## config.mk

```make
export PLATFORM = sky130hd
export DESIGN_NAME = icw_capability_words
export DESIGN_NICKNAME = d
export VERILOG_FILES = /design/src/icw_pkg.sv /design/src/icw_word_rom.sv /design/src/icw_capability_words.sv
export SDC_FILE = /design/constraint.sdc
export NUM_CORES = 1
export LEC_CHECK = 0
export BUFFER_PORTS_ARGS = -buffer_cell sky130_fd_sc_hd__buf_2
export CAP_MARGIN = 20
export CORE_ASPECT_RATIO = 1.1
export CORE_MARGIN = 8
export CORE_UTILIZATION = 35
export DETAILED_ROUTE_END_ITERATION = 7
export GPL_ROUTABILITY_DRIVEN = 1
export HOLD_SLACK_MARGIN = 0.08
export PLACE_DENSITY_LB_ADDON = 0.12
export SLEW_MARGIN = 20
export SYNTH_ARGS = -nofsm -noshare
export SYNTH_HDL_FRONTEND = slang
export SYNTH_SLANG_ARGS = --single-unit
```

## constraint.sdc

```tcl
create_clock -name clock -period 1.8 [get_ports clock]
set_input_delay 0.36 -clock clock [delete_from_list [all_inputs] [get_ports clock]]
set_output_delay 0.36 -clock clock [all_outputs]
set_load 0.02 [all_outputs]
```

## src/icw_pkg.sv

```systemverilog
// Package for the identify capability word generator.
// Assumes a single 100 MHz clock domain and 16-bit identify words.
package icw_pkg;
  localparam int WORD_W = 16;
  localparam int WORD_ADDR_W = 8;
  localparam logic [7:0] WORD_MAJOR = 8'h50;
  localparam logic [7:0] WORD_MINOR = 8'h51;
  localparam logic [7:0] WORD_SUP82 = 8'h52;
  localparam logic [7:0] WORD_SUP83 = 8'h53;
  localparam logic [7:0] WORD_EN85 = 8'h55;
  localparam logic [7:0] WORD_EN86 = 8'h56;
  localparam logic [7:0] WORD_UDMA = 8'h58;
  localparam logic [7:0] WORD_VALID53 = 8'h35;
  localparam logic [15:0] VER_NONE0 = 16'h0000;
  localparam logic [15:0] VER_NONE1 = 16'hFFFF;
  localparam logic [15:0] MAJOR_MASK = 16'h003C;
  localparam logic [15:0] SUP82_MASK = 16'h77EF;
  localparam logic [15:0] SUP83_MASK = 16'h017F;
  localparam logic [15:0] SUP83_FIXED = 16'h4000;
  localparam int SETMAX_BIT = 8;
  localparam int UDMA_MODES = 5;
  localparam int UDMA_SEL_LSB = 8;
  localparam int UDMA_MODE4_SEL = 12;
  localparam int VALID53_UDMA_BIT = 2;
  localparam logic [15:0] RESET_WORD = 16'h0000;
  typedef enum logic [0:0] {
    ICW_IDLE = 1'b0,
    ICW_SHOW = 1'b1
  } icw_state_e;
endpackage

```

## src/icw_word_rom.sv

```systemverilog
// Small word store holding the assembled identify words.
// Assumes single clock, registered read data.
`timescale 1ns/1ps
module icw_word_rom #(
  parameter int DEPTH = 7
) (
  input wire logic clock,
  input wire logic arst_n,
  input wire logic [2:0] rd_sel,
  input wire logic [16*DEPTH-1:0] words,
  output logic [15:0] rd_data
);
  import icw_pkg::*;
  logic [15:0] mem [DEPTH];
  genvar g;
  generate
    for (g = 0; g < DEPTH; g++) begin : g_w
      assign mem[g] = words[16*g +: 16];
    end
  endgenerate
  always_ff @(posedge clock or negedge arst_n) begin
    if (!arst_n) begin
      rd_data <= RESET_WORD;
    end else if (int'(rd_sel) < DEPTH) begin
      rd_data <= mem[rd_sel];
    end else begin
      rd_data <= RESET_WORD;
    end
  end
endmodule

```

## src/icw_capability_words.sv

```systemverilog
// Generates identify words 80 to 83, 85, 86 and 88 plus word 53 bit 2.
// Assumes configuration inputs are synchronous; host reads by word number.
`timescale 1ns/1ps
// Functional notes
// Major word zero or ones means unreported.
// Minor word carries revision code.
// Major bits 5..2 claim revisions; others zero.
// Word 82 bit 4 always zero.
// Word 82 support flags set individually.
// Word 83 bit15 zero, bit14 one.
// Word 83 support flags set individually.
// Word 85 shows enabled word 82 features.
// Word 86 set-max flag needs password.
// Bit 12 set when mode 4 selected.
// Ultra DMA support reported cumulatively.
// Word 53 bit 2 marks valid DMA word.
// One selected mode, and it is supported.
module icw_capability_words (
  input wire logic clock,
  input wire logic arst_n,
  input wire logic report_version,
  input wire logic [3:0] major_support,
  input wire logic [15:0] minor_code,
  input wire logic [15:0] sup82_flags,
  input wire logic [15:0] sup83_flags,
  input wire logic [15:0] en82_flags,
  input wire logic [15:0] en83_flags,
  input wire logic setmax_pw_set,
  input wire logic [2:0] udma_max_mode,
  input wire logic udma_supported,
  input wire logic udma_sel_req,
  input wire logic [2:0] udma_sel_mode,
  input wire logic udma_sel_clear,
  input wire logic rd_req,
  input wire logic [icw_pkg::WORD_ADDR_W-1:0] rd_word,
  output logic rd_valid,
  output logic [15:0] rd_data,
  output logic word53_udma_valid
);
  import icw_pkg::*;

  function automatic logic [4:0] mode_onehot(input logic [2:0] m);
    mode_onehot = (m < 3'h5) ? 5'(5'h01 << m) : 5'h00;
  endfunction

  function automatic logic [2:0] word_slot(input logic [WORD_ADDR_W-1:0] w);
    case (w)
      WORD_MAJOR: word_slot = 3'h0;
      WORD_MINOR: word_slot = 3'h1;
      WORD_SUP82: word_slot = 3'h2;
      WORD_SUP83: word_slot = 3'h3;
      WORD_EN85: word_slot = 3'h4;
      WORD_EN86: word_slot = 3'h5;
      WORD_UDMA: word_slot = 3'h6;
      default: word_slot = 3'h7;
    endcase
  endfunction

  logic [4:0] udma_sel_ff;
  logic [4:0] nxt_udma_sel;
  logic [4:0] udma_sup;
  logic [4:0] req_onehot;
  logic [4:0] udma_sel_shown;
  logic sel_hit;
  logic rd_valid_ff;
  logic [2:0] rd_sel_ff;
  logic [2:0] nxt_rd_sel;
  icw_state_e state_ff;
  icw_state_e nxt_state;
  logic [15:0] w80, w81, w82, w83, w85, w86, w88;
  logic [15:0] major_raw;
  logic [15:0] minor_raw;

  // Cumulative support: mode n supported implies all lower modes.
  assign udma_sup = udma_supported ? 5'((6'h02 << udma_max_mode) - 6'h01) : 5'h00;
  assign req_onehot = mode_onehot(udma_sel_mode);
  // A selection is accepted only for a supported mode, replacing any other.
  assign sel_hit = udma_sel_req && ((req_onehot & udma_sup) != 5'h00);
  assign nxt_udma_sel = udma_sel_clear ? 5'h00 :
    sel_hit ? req_onehot : (udma_sel_ff & udma_sup);

  always_ff @(posedge clock or negedge arst_n) begin
    if (!arst_n) begin
      udma_sel_ff <= 5'h00;
    end else begin
      udma_sel_ff <= nxt_udma_sel;
    end
  end

  assign major_raw = {10'h000, major_support, 2'b00} & MAJOR_MASK;
  assign w80 = (report_version && major_raw != VER_NONE0) ? major_raw : VER_NONE0;
  assign minor_raw = report_version ? minor_code : VER_NONE0;
  assign w81 = minor_raw;
  assign w82 = sup82_flags & SUP82_MASK; // see
  assign w83 = (sup83_flags & SUP83_MASK) | SUP83_FIXED; // see
  assign w85 = en82_flags & sup82_flags & SUP82_MASK;
  assign w86 = (en83_flags & sup83_flags & SUP83_MASK & ~(16'h0001 << SETMAX_BIT))
    | ({15'h0000, setmax_pw_set & sup83_flags[SETMAX_BIT]} << SETMAX_BIT);
  // A selection whose mode is no longer supported is hidden at once.
  assign udma_sel_shown = udma_sel_ff & udma_sup;
  // Mode 4 selected flag lands on bit 12, lower modes below it.
  assign w88 = {3'h0, udma_sel_shown, 3'h0, udma_sup};
  assign word53_udma_valid = udma_supported;

  assign nxt_rd_sel = word_slot(rd_word);

  always_comb begin
    case (state_ff)
      ICW_IDLE: nxt_state = rd_req ? ICW_SHOW : ICW_IDLE;
      ICW_SHOW: nxt_state = rd_req ? ICW_SHOW : ICW_IDLE;
      default: nxt_state = ICW_IDLE;
    endcase
  end

  always_ff @(posedge clock or negedge arst_n) begin
    if (!arst_n) begin
      state_ff <= ICW_IDLE;
      rd_sel_ff <= 3'h7;
      rd_valid_ff <= 1'b0;
    end else begin
      state_ff <= nxt_state;
      rd_sel_ff <= nxt_rd_sel;
      rd_valid_ff <= rd_req;
    end
  end

  icw_word_rom #(.DEPTH(7)) u_rom (
    .clock(clock),
    .arst_n(arst_n),
    .rd_sel(rd_sel_ff),
    .words({w88, w86, w85, w83, w82, w81, w80}),
    .rd_data(rd_data)
  );

  // Data appears two edges after the request; valid follows with it.
  logic rd_valid_d_ff;
  always_ff @(posedge clock or negedge arst_n) begin
    if (!arst_n) begin
      rd_valid_d_ff <= 1'b0;
    end else begin
      rd_valid_d_ff <= rd_valid_ff;
    end
  end
  assign rd_valid = rd_valid_d_ff;

  // Selection and support checks.
  a_udma_onehot: assert property (@(posedge clock) disable iff (!arst_n)
    $onehot0(w88[12:8]) && ((w88[12:8] & ~w88[4:0]) == 5'h00))
    else $error("Ultra DMA selection not one supported mode");
  a_mode4_bit: assert property (@(posedge clock) disable iff (!arst_n)
    udma_sel_req && !udma_sel_clear && udma_sel_mode == 3'h4 && udma_sup[4]
    |=> w88[UDMA_MODE4_SEL] || !udma_sup[4])
    else $error("Mode 4 selected flag not set");
  a_mode4_clear: assert property (@(posedge clock) disable iff (!arst_n)
    w88[UDMA_MODE4_SEL] |-> udma_sel_ff[4] && udma_sup[4])
    else $error("Mode 4 selected flag set without selection");
  a_sel_clear: assert property (@(posedge clock) disable iff (!arst_n)
    udma_sel_clear |=> w88[12:8] == 5'h00)
    else $error("Ultra DMA selection not cleared");
  a_sel_reject: assert property (@(posedge clock) disable iff (!arst_n)
    udma_sel_req && !udma_sel_clear && !sel_hit |=> (udma_sel_ff & ~$past(udma_sel_ff)) == 5'h00)
    else $error("Unsupported Ultra DMA mode selected");
  a_sup_cumul: assert property (@(posedge clock) disable iff (!arst_n)
    udma_sup[4:1] == (udma_sup[4:1] & udma_sup[3:0]))
    else $error("Ultra DMA support not cumulative");
  a_sup_top: assert property (@(posedge clock) disable iff (!arst_n)
    udma_supported && udma_max_mode <= 3'h4 |-> 5'(udma_sup >> udma_max_mode) == 5'h01)
    else $error("Ultra DMA highest mode flag wrong");
  a_sup_none: assert property (@(posedge clock) disable iff (!arst_n)
    !udma_supported |-> w88[4:0] == 5'h00)
    else $error("Ultra DMA support shown while absent");
  a_w53_valid: assert property (@(posedge clock) disable iff (!arst_n)
    word53_udma_valid == (udma_sup != 5'h00))
    else $error("Word 53 validity wrong");

  // Fixed bit, reserved bit and flag value checks.
  a_w83_fixed: assert property (@(posedge clock) disable iff (!arst_n)
    w83[15:14] == 2'b01 && w83[13:9] == 5'h00 && !w83[7])
    else $error("Word 83 signature bits wrong");
  a_w82_bit4: assert property (@(posedge clock) disable iff (!arst_n)
    !w82[4] && !w82[15] && !w82[11])
    else $error("Word 82 fixed bits not zero");
  a_major_bits: assert property (@(posedge clock) disable iff (!arst_n)
    (w80 & ~MAJOR_MASK) == 16'h0000)
    else $error("Major word reserved bits set");
  a_major_none: assert property (@(posedge clock) disable iff (!arst_n)
    !report_version |-> w80 == VER_NONE0 && w81 == VER_NONE0)
    else $error("Version reported while disabled");
  a_minor_pass: assert property (@(posedge clock) disable iff (!arst_n)
    report_version |-> w81 == minor_code)
    else $error("Minor code not reported");
  a_en82_mirror: assert property (@(posedge clock) disable iff (!arst_n)
    (w85 & ~w82) == 16'h0000)
    else $error("Enabled flag without support");
  a_w85_fixed: assert property (@(posedge clock) disable iff (!arst_n)
    !w85[15] && !w85[11] && !w85[4])
    else $error("Word 85 fixed bits not zero");
  a_setmax_pw: assert property (@(posedge clock) disable iff (!arst_n)
    !setmax_pw_set |-> !w86[SETMAX_BIT])
    else $error("Set-max flag without password");
  a_w86_reserved: assert property (@(posedge clock) disable iff (!arst_n)
    w86[15:9] == 7'h00 && !w86[7])
    else $error("Word 86 reserved bits set");
  a_w83_flags: assert property (@(posedge clock) disable iff (!arst_n)
    w83[8:0] == (sup83_flags[8:0] & 9'h17F))
    else $error("Word 83 flags wrong");
  a_w82_flags: assert property (@(posedge clock) disable iff (!arst_n)
    w82[14] == sup82_flags[14] && w82[0] == sup82_flags[0])
    else $error("Word 82 flags wrong");

  // Read path checks.
  a_read_lat: assert property (@(posedge clock) disable iff (!arst_n)
    rd_req |-> ##2 rd_valid)
    else $error("Read answer late");
  a_valid_pulse: assert property (@(posedge clock) disable iff (!arst_n)
    !rd_req |-> ##2 !rd_valid)
    else $error("Read answer without request");
  a_show_state: assert property (@(posedge clock) disable iff (!arst_n)
    (state_ff == ICW_SHOW) == rd_valid_ff)
    else $error("Read state and valid disagree");
  a_read_unmapped: assert property (@(posedge clock) disable iff (!arst_n)
    rd_req && word_slot(rd_word) == 3'h7 |-> ##2 rd_data == RESET_WORD)
    else $error("Unmapped word not zero");
  a_read_major: assert property (@(posedge clock) disable iff (!arst_n)
    rd_req && rd_word == WORD_MAJOR |-> ##2 rd_data == $past(w80))
    else $error("Major word read wrong");
  a_read_udma: assert property (@(posedge clock) disable iff (!arst_n)
    rd_req && rd_word == WORD_UDMA |-> ##2 rd_data == $past(w88))
    else $error("Ultra DMA word read wrong");
endmodule

```

==> reports/qor.yml, run 1 <==
sta:
  tns_ns: -0.1069
  fin_crit_ns: 1.836
  setup_viol: 4
  fin_crit_sh_pct: 102.0
  rsz0062_at_grt: "yes"
  skew_ns: 0.002118
  final_hold_viol_count: 0
  tightest_slew_ns: 0.5833
  fmax_mhz: 544.7
  slew_headroom_pct: 61.12
  fin_ws_ns: -0.03580
  slew_viol_final: 0
yosys:
  yosys_warnings: 0
  ys_async_sr_fraction_pct: 100.0
  netlist_top_cells_count: "dfrtp_1 (23), nor2_1 (13), nand2_1 (12), o21ai_0 (12), a21oi_1 (11)"
  seq_area_frac_synth_pct: 36.96
  synth_cells: 192
  avgSynthCellArea_um2: 9.221
  synthXorXnorAreaFrac_pct: 0.9894
  netlist_area_mm2: 0.001770
  synth-seq-cells: 26
  synth_compound_area_share_pct: 24.10
  synth_top_cell_area_share_pct: 32.51
  synth_top_family_by_area: "compound AO/OA/AOI/OAI gates"
  synthMuxAreaShare_pct: 8.975
  synth_area_leaders: "dfrtp_1 (33%), mux2i_1 (4.5%), dfstp_2 (4.5%)"
  synth-simple-area-share_pct: 22.61
  synth_edf_count: 0
  synthAdderAreaFrac_pct: 0.7067
  yosysMostFrequentCell: "dfrtp_1"
  synth_cell_type_count: 53
  synth_flop_cell: "dfrtp_1"
  syn_nets: 299
  yosysTopAreaCell: "dfrtp_1"
setup_path:
  cp-start-kind: "primary input"
  cp_data_required_time_ns: 1.97
  path_class: "in -> reg"
  path_cells: "buf_6, or3_4, ha_4, a2111oi_4, nor3_2, a22oi_4, mux2_4"
  end_kind: "flip-flop"
  path_buf_inv: 1
  critical_path.top_delay_family: "compound AO/OA/AOI/OAI gates"
  crit_fanout: 5
  cpMaxStageDelayCell: "or3_4"
  worst_ep_arrival_time_ns: 2.00
  rr_startpoint: "rd_sel_ff[1]"
  crit_start: "udma_max_mode[2]"
  max_stage_delay_ns: 0.38
routing:
  first_iter_violations: 63
  via_count: 1866
  final_antenna_net_count: 0
  drc: 0
  finalWirelength_um: 5641
  avgViaCountPerCell: 5.212
  wl_per_cell_um: 15.76
  first_pass_iters: 4
final_layout:
  synthToLayoutAreaGrowth_pct: 42.12
  antenna_cells: 0
  layout.nets: 408
  drive_gt1_share_pct: 47.67
  final_area_mm2: 0.002516
  fillCellCount: 493
die:
  dieHeight_um: 90.60
  ios: 124
  dieWidth_um: 83.81
  fp-row-count: 27
  die-area_mm2: 0.007593
  core_mm2: 0.004932
  start_util_pct: 35.90
pwr:
  clkPwrFrac_pct: 30.9
  p_int_mw: 0.9264
  seq_power_share_pct: 47.8
  power.leakage_nw: 1.329
  p_per_area_mw_per_mm2: 495.3
  vdd_drop_max_v: 0.0002572
  comb_power_share_pct: 21.3
  p_sw_mw: 0.3198
  swShare_pct: 25.66
  finalPower_mw: 1.246
grt:
  globalRoute.totalOverflow: 0
  grt_pass1_vias: 1914
  grt_pass1_wl_um: 9218
  antenna_found_initial: 0
  grt_start_max_net_pins: 27
  track_usage_pct: 14.28
clock_tree:
  cts_tree: "done"
  clk_path_buf_depth: 2
  numCtsBuffers: 3
  hold_buffers: 0
  clk_pin_slew_worst_paths_ns: 0.09
  clk-insertion-delay-late_ns: 0.27
  cts.sinks: 26
  h-tree-depth: 1
  ctsRootBufferMaster: "clkbuf_8"
place:
  placed_area_mm2: 0.002419
  hpwl_um: 4531
  gp_congestion: 0.7782
  io_buffers: 100
run_status:
  violations: "negative setup slack"
  outcome: "complete, but fails checks"
min_path:
  min_path_type: "in -> async"
run:
  max_cap_violations: 0
-- per-stage QoR --
step / util (%) / std cells / setup slack, ns / hold WS [ns]
after floorplan: - / 192 / -0.3344 / 0.06441
after global placement: 49.04 / 352 / -0.3999 / 0.3410
after detailed placement: 49.04 / 352 / -0.4166 / 0.3403
after CTS: 50.94 / 358 / -0.04471 / 0.09436
after global routing: 51.01 / 358 / -0.07922 / 0.1328
final: 51.01 / 358 / -0.03580 / 0.07430
-- layer usage --
| metal | share of wire [%] | wire length (um) | GRT usage (%) | vias up |
|---|---|---|---|---|
| li1 | - | - | - | 932 |
| met1 | 44 | 2474 | 17.46 | 862 |
| met2 | 49 | 2783 | 24.47 | 66 |
| met3 | 5.6 | 315 | 3.249 | 6 |
| met4 | 1.2 | 67 | 3.458 | 0 |
| met5 | 0 | 0 | 0 | - |
-- worst reg2reg max path, cell delays in order, from the launching register on --
cell and delay, ns:
dfstp_2 0.62, inv_1 0.17, nor2_1 0.25, a32oi_1 0.16, a221oi_1 0.31
-- power by group through the flow --
stage | clock network (mW) | logic (mW) | registers [mW]
5_1_grt | 0.422 | 0.294 | 0.597
2_1_floorplan | 0 | 0.103 | 0.611
6_report | 0.385 | 0.265 | 0.596
3_3_place_gp | 0 | 0.254 | 0.607
4_1_cts | 0.398 | 0.266 | 0.596
3_5_place_dp | 0 | 0.255 | 0.607
-- layout by cell type, fill, tap and decap left out, types with 3 or more instances in the layout --
cell / count
buf_2: 99
dfrtp_1: 23
buf_4: 19
nor2_1: 13
o21ai_0: 12
nand2_1: 12
a21oi_1: 11
nand3_1: 9
mux2i_1: 8
nor2b_1: 7
and3_1: 7
inv_1: 5
nor3b_1: 5
a32oi_1: 4
nor3_1: 4
clkbuf_8: 4
a41oi_1: 3
a221oi_1: 3
mux2_2: 3
o211ai_1: 3
nand3b_1: 3
mux2_4: 3
dfstp_2: 3
-- logic make-up (layout without fill, tap and decap cells) --
group	after synthesis	in the layout
AND/OR/NAND/NOR	72	72
AO/OA/AOI/OAI	55	55
flip-flops	26	26
buffers and inverters	22	130
multiplexers	14	14
XOR/XNOR	2	2
adder cells (fa/ha/maj)	1	1
-- registers in the layout, summed over array words and instances (netlist names) --
name / count
rd_sel_ff: 3
udma_sel_ff: 5
rd_valid: 1
u_rom.rd_data: 16
rd_valid_ff: 1
-- cell type report --
class                           count  area (um2)  share of cell area, %
Multi-Input combinational cell    144        1047                  41.62
Timing Repair Buffer              120       660.6                  26.26
Sequential cell                    26       654.4                  26.01
Tap cell                           58       72.57                  2.884
Clock buffer                        4       55.05                  2.188
Inverter                            6       26.28                  1.044
-- final timing paths --
check | endpoint | slack, ns | depth (start not counted)
max | udma_sel_ff[4] | -0.04 | 7
min reg2reg | rd_valid | 0.36 | 0
max reg2reg | u_rom.rd_data[4] | 0.19 | 4
max in group asynchronous | u_rom.rd_data[1] | 1.34 | 1
min in group clock | rd_valid_ff | 0.19 | 1
min | rd_valid | 0.07 | 1
-- timing repair --
action | in CTS | in global routing
buffers inserted | 2 | 0
pin swaps | 6 | 1
cloned | 0 | 0
gates resized for setup | 4 | 1
endpoints found under the setup margin | 4 | 6
(Power assumes the default switching activity.)
==> run 2, diff against run 1 <==
--- a/config.mk
+++ b/config.mk
@@ -7,7 +7,6 @@
 export LEC_CHECK = 0
 export BUFFER_PORTS_ARGS = -buffer_cell sky130_fd_sc_hd__buf_2
 export CAP_MARGIN = 20
-export CORE_ASPECT_RATIO = 1.1
 export CORE_MARGIN = 8
 export CORE_UTILIZATION = 35
 export DETAILED_ROUTE_END_ITERATION = 7
==> constraint.sdc (replaced) <==
create_clock -name clock -period 1.8 [get_ports clock]
set_input_delay 0.27 -clock clock [delete_from_list [all_inputs] [get_ports clock]]
set_output_delay 0.27 -clock clock [all_outputs]
set_load 0.02 [all_outputs]
==> run 2 against run 1 <==
Against the previous run: cell area is 0.35% lower; the run now ends clean; register-to-register slack got worse by 0.03 ns; largest power group unchanged; total power is 7.5% higher; core utilization decreased by 0.96 points; worst hold slack improved by 0.034 ns; clock power is 26% higher; global-route usage is 0.42 points higher; combinational power down 2%.
==> reports/qor.yml, run 2 (synthesized netlist as in run 1, its figures left out) <==
final_layout:
  regMostFlops: "u_rom.rd_data"
  final_common_cell: "buf_2"
  reg.largest.list: "u_rom.rd_data (16), udma_sel_ff (5), rd_sel_ff (3)"
  synthToLayoutAreaGrowth_pct: 41.63
  final_core_util_pct: 50.05
  multi_input_area_mm2: 0.001040
  fillCellCount: 503
  antenna_cells: 0
  final_area_mm2: 0.002507
  layout.nets: 403
  seq_area_um2: 654.4
  final_cell_mix: "buf_2 (100), dfrtp_1 (23), nor2_1 (13)"
  largest_reg_flops: 16
  drive_gt1_share_pct: 46.10
place:
  gp_congestion: 0.7361
  place_ws_ns: -0.3264
  placed_area_mm2: 0.002416
  hpwl_um: 4676
  io_buffers: 100
clock_tree:
  post_cts_buffers: 0
  clk_pin_slew_worst_paths_ns: 0.09
  cts_tree: "done"
  numCtsBuffers: 3
  cts.sinks: 26
  clk-insertion-delay-late_ns: 0.27
  clk_path_buf_depth: 2
  ctsRootBufferMaster: "clkbuf_8"
  h-tree-depth: 1
sta:
  fmax_mhz: 557.4
  skew_ns: 0.003027
  tightest_slew_ns: 0.6538
  final_hold_viol_count: 0
  slew_viol_final: 0
  rsz0062_at_grt: "no"
  setup_viol: 0
  fin_crit_sh_pct: 99.67
  fin_crit_ns: 1.794
  fin_ws_ns: 0.005855
  slew_headroom_pct: 56.32
setup_path:
  cp_data_required_time_ns: 1.96
  path_class: "in -> reg"
  end_kind: "flip-flop"
  crit_fanout: 4
  worst_ep_arrival_time_ns: 1.96
  cp-start-kind: "primary input"
die:
  start_util_pct: 35.34
  ios: 124
  die-area_mm2: 0.007590
  dieHeight_um: 87.12
  dieWidth_um: 87.12
  fp-row-count: 26
  core_mm2: 0.005010
grt:
  grt_pass1_wl_um: 8963
  track_usage_pct: 14.70
  grt_start_max_net_pins: 27
  globalRoute.totalOverflow: 0
  antenna_found_initial: 0
  grt_pass1_vias: 1906
run:
  max_cap_violations: 0
routing:
  wl_per_cell_um: 15.87
  top_layer_used: "met4"
  first_pass_iters: 4
  via_count: 1833
  finalWirelength_um: 5793
  first_iter_violations: 67
  avgViaCountPerCell: 5.022
  drc: 0
  met1Wirelength_um: 2648
  routed-wl-met3_um: 421
  final_antenna_net_count: 0
  dr_wl_met2_um: 2699
pwr:
  finalPower_mw: 1.340
  power.leakage_nw: 1.317
  p_per_area_mw_per_mm2: 534.3
  vdd_drop_max_v: 0.0002868
min_path:
  min_path_type: "in -> reg"
run_status:
  outcome: "finished, final reports clean"
-- run 2: report_power, final --
group,internal (mW),total [mW],leakage (nW),switching (mW)
sequential,0.592,0.595,0.347,0.00377
clock,0.297,0.486,0.0357,0.188
combinational,0.134,0.259,0.934,0.125
-- run 2: metrics by stage --
step,cells,setup TNS [ns],hold WS [ns]
floorplan,192,-0.8626,-0.02559
global placement,360,-1.393,0.3095
detailed placement,360,-1.608,0.3134
CTS,365,0,0.09867
global route,365,0,0.09433
finish,365,0,0.1084
-- run 2: critical path, stage by stage --
cell and delay, ns:
buf_2 0.11, or3_4 0.39, ha_4 0.18, buf_4 0.13
o21ba_4 0.21, o21ai_2 0.07, a22oi_4 0.27, mux2_4 0.33
-- run 2: repair_timing --
| action | CTS | global route |
|---|---|---|
| resized for setup | 1 | 1 |
| endpoints found under the hold margin | 23 | 0 |
| hold buffers | 1 | 0 |
| pin swaps | 4 | 3 |
| endpoints found under the setup margin | 4 | 4 |
-- run 2: path summary, 6_finish.rpt --
kind / start / endpoint / slack [ns] / cells past startpoint
max in group asynchronous: arst_n / u_rom.rd_data[5] / 0.88 / 2
setup reg to reg: rd_sel_ff[2] / u_rom.rd_data[0] / 0.16 / 3
hold reg to reg: rd_valid_ff / rd_valid / 0.36 / 0
setup / recovery: udma_max_mode[0] / udma_sel_ff[0] / 0.006 / 8
hold / removal: rd_req / rd_valid_ff / 0.11 / 1
min in group asynchronous: arst_n / u_rom.rd_data[7] / 0.53 / 2
-- run 2: layout make-up --
type                            instances  share of cell area [%]
Multi-Input combinational cell        144                   41.47
Timing Repair Buffer                  115                   25.20
Inverter                                6                  0.8982
Clock buffer                            3                   1.647
Tap cell                               70                   3.493
Sequential cell                        26                   26.10
Clock inverter                          1                   1.198
-- run 2: routing by layer --
layer  track usage [%]  up-vias
met2             23.73       59
met4             2.813        0
met5                 0        -
met1             19.22      846
met3             3.774        2
li1                  -      926
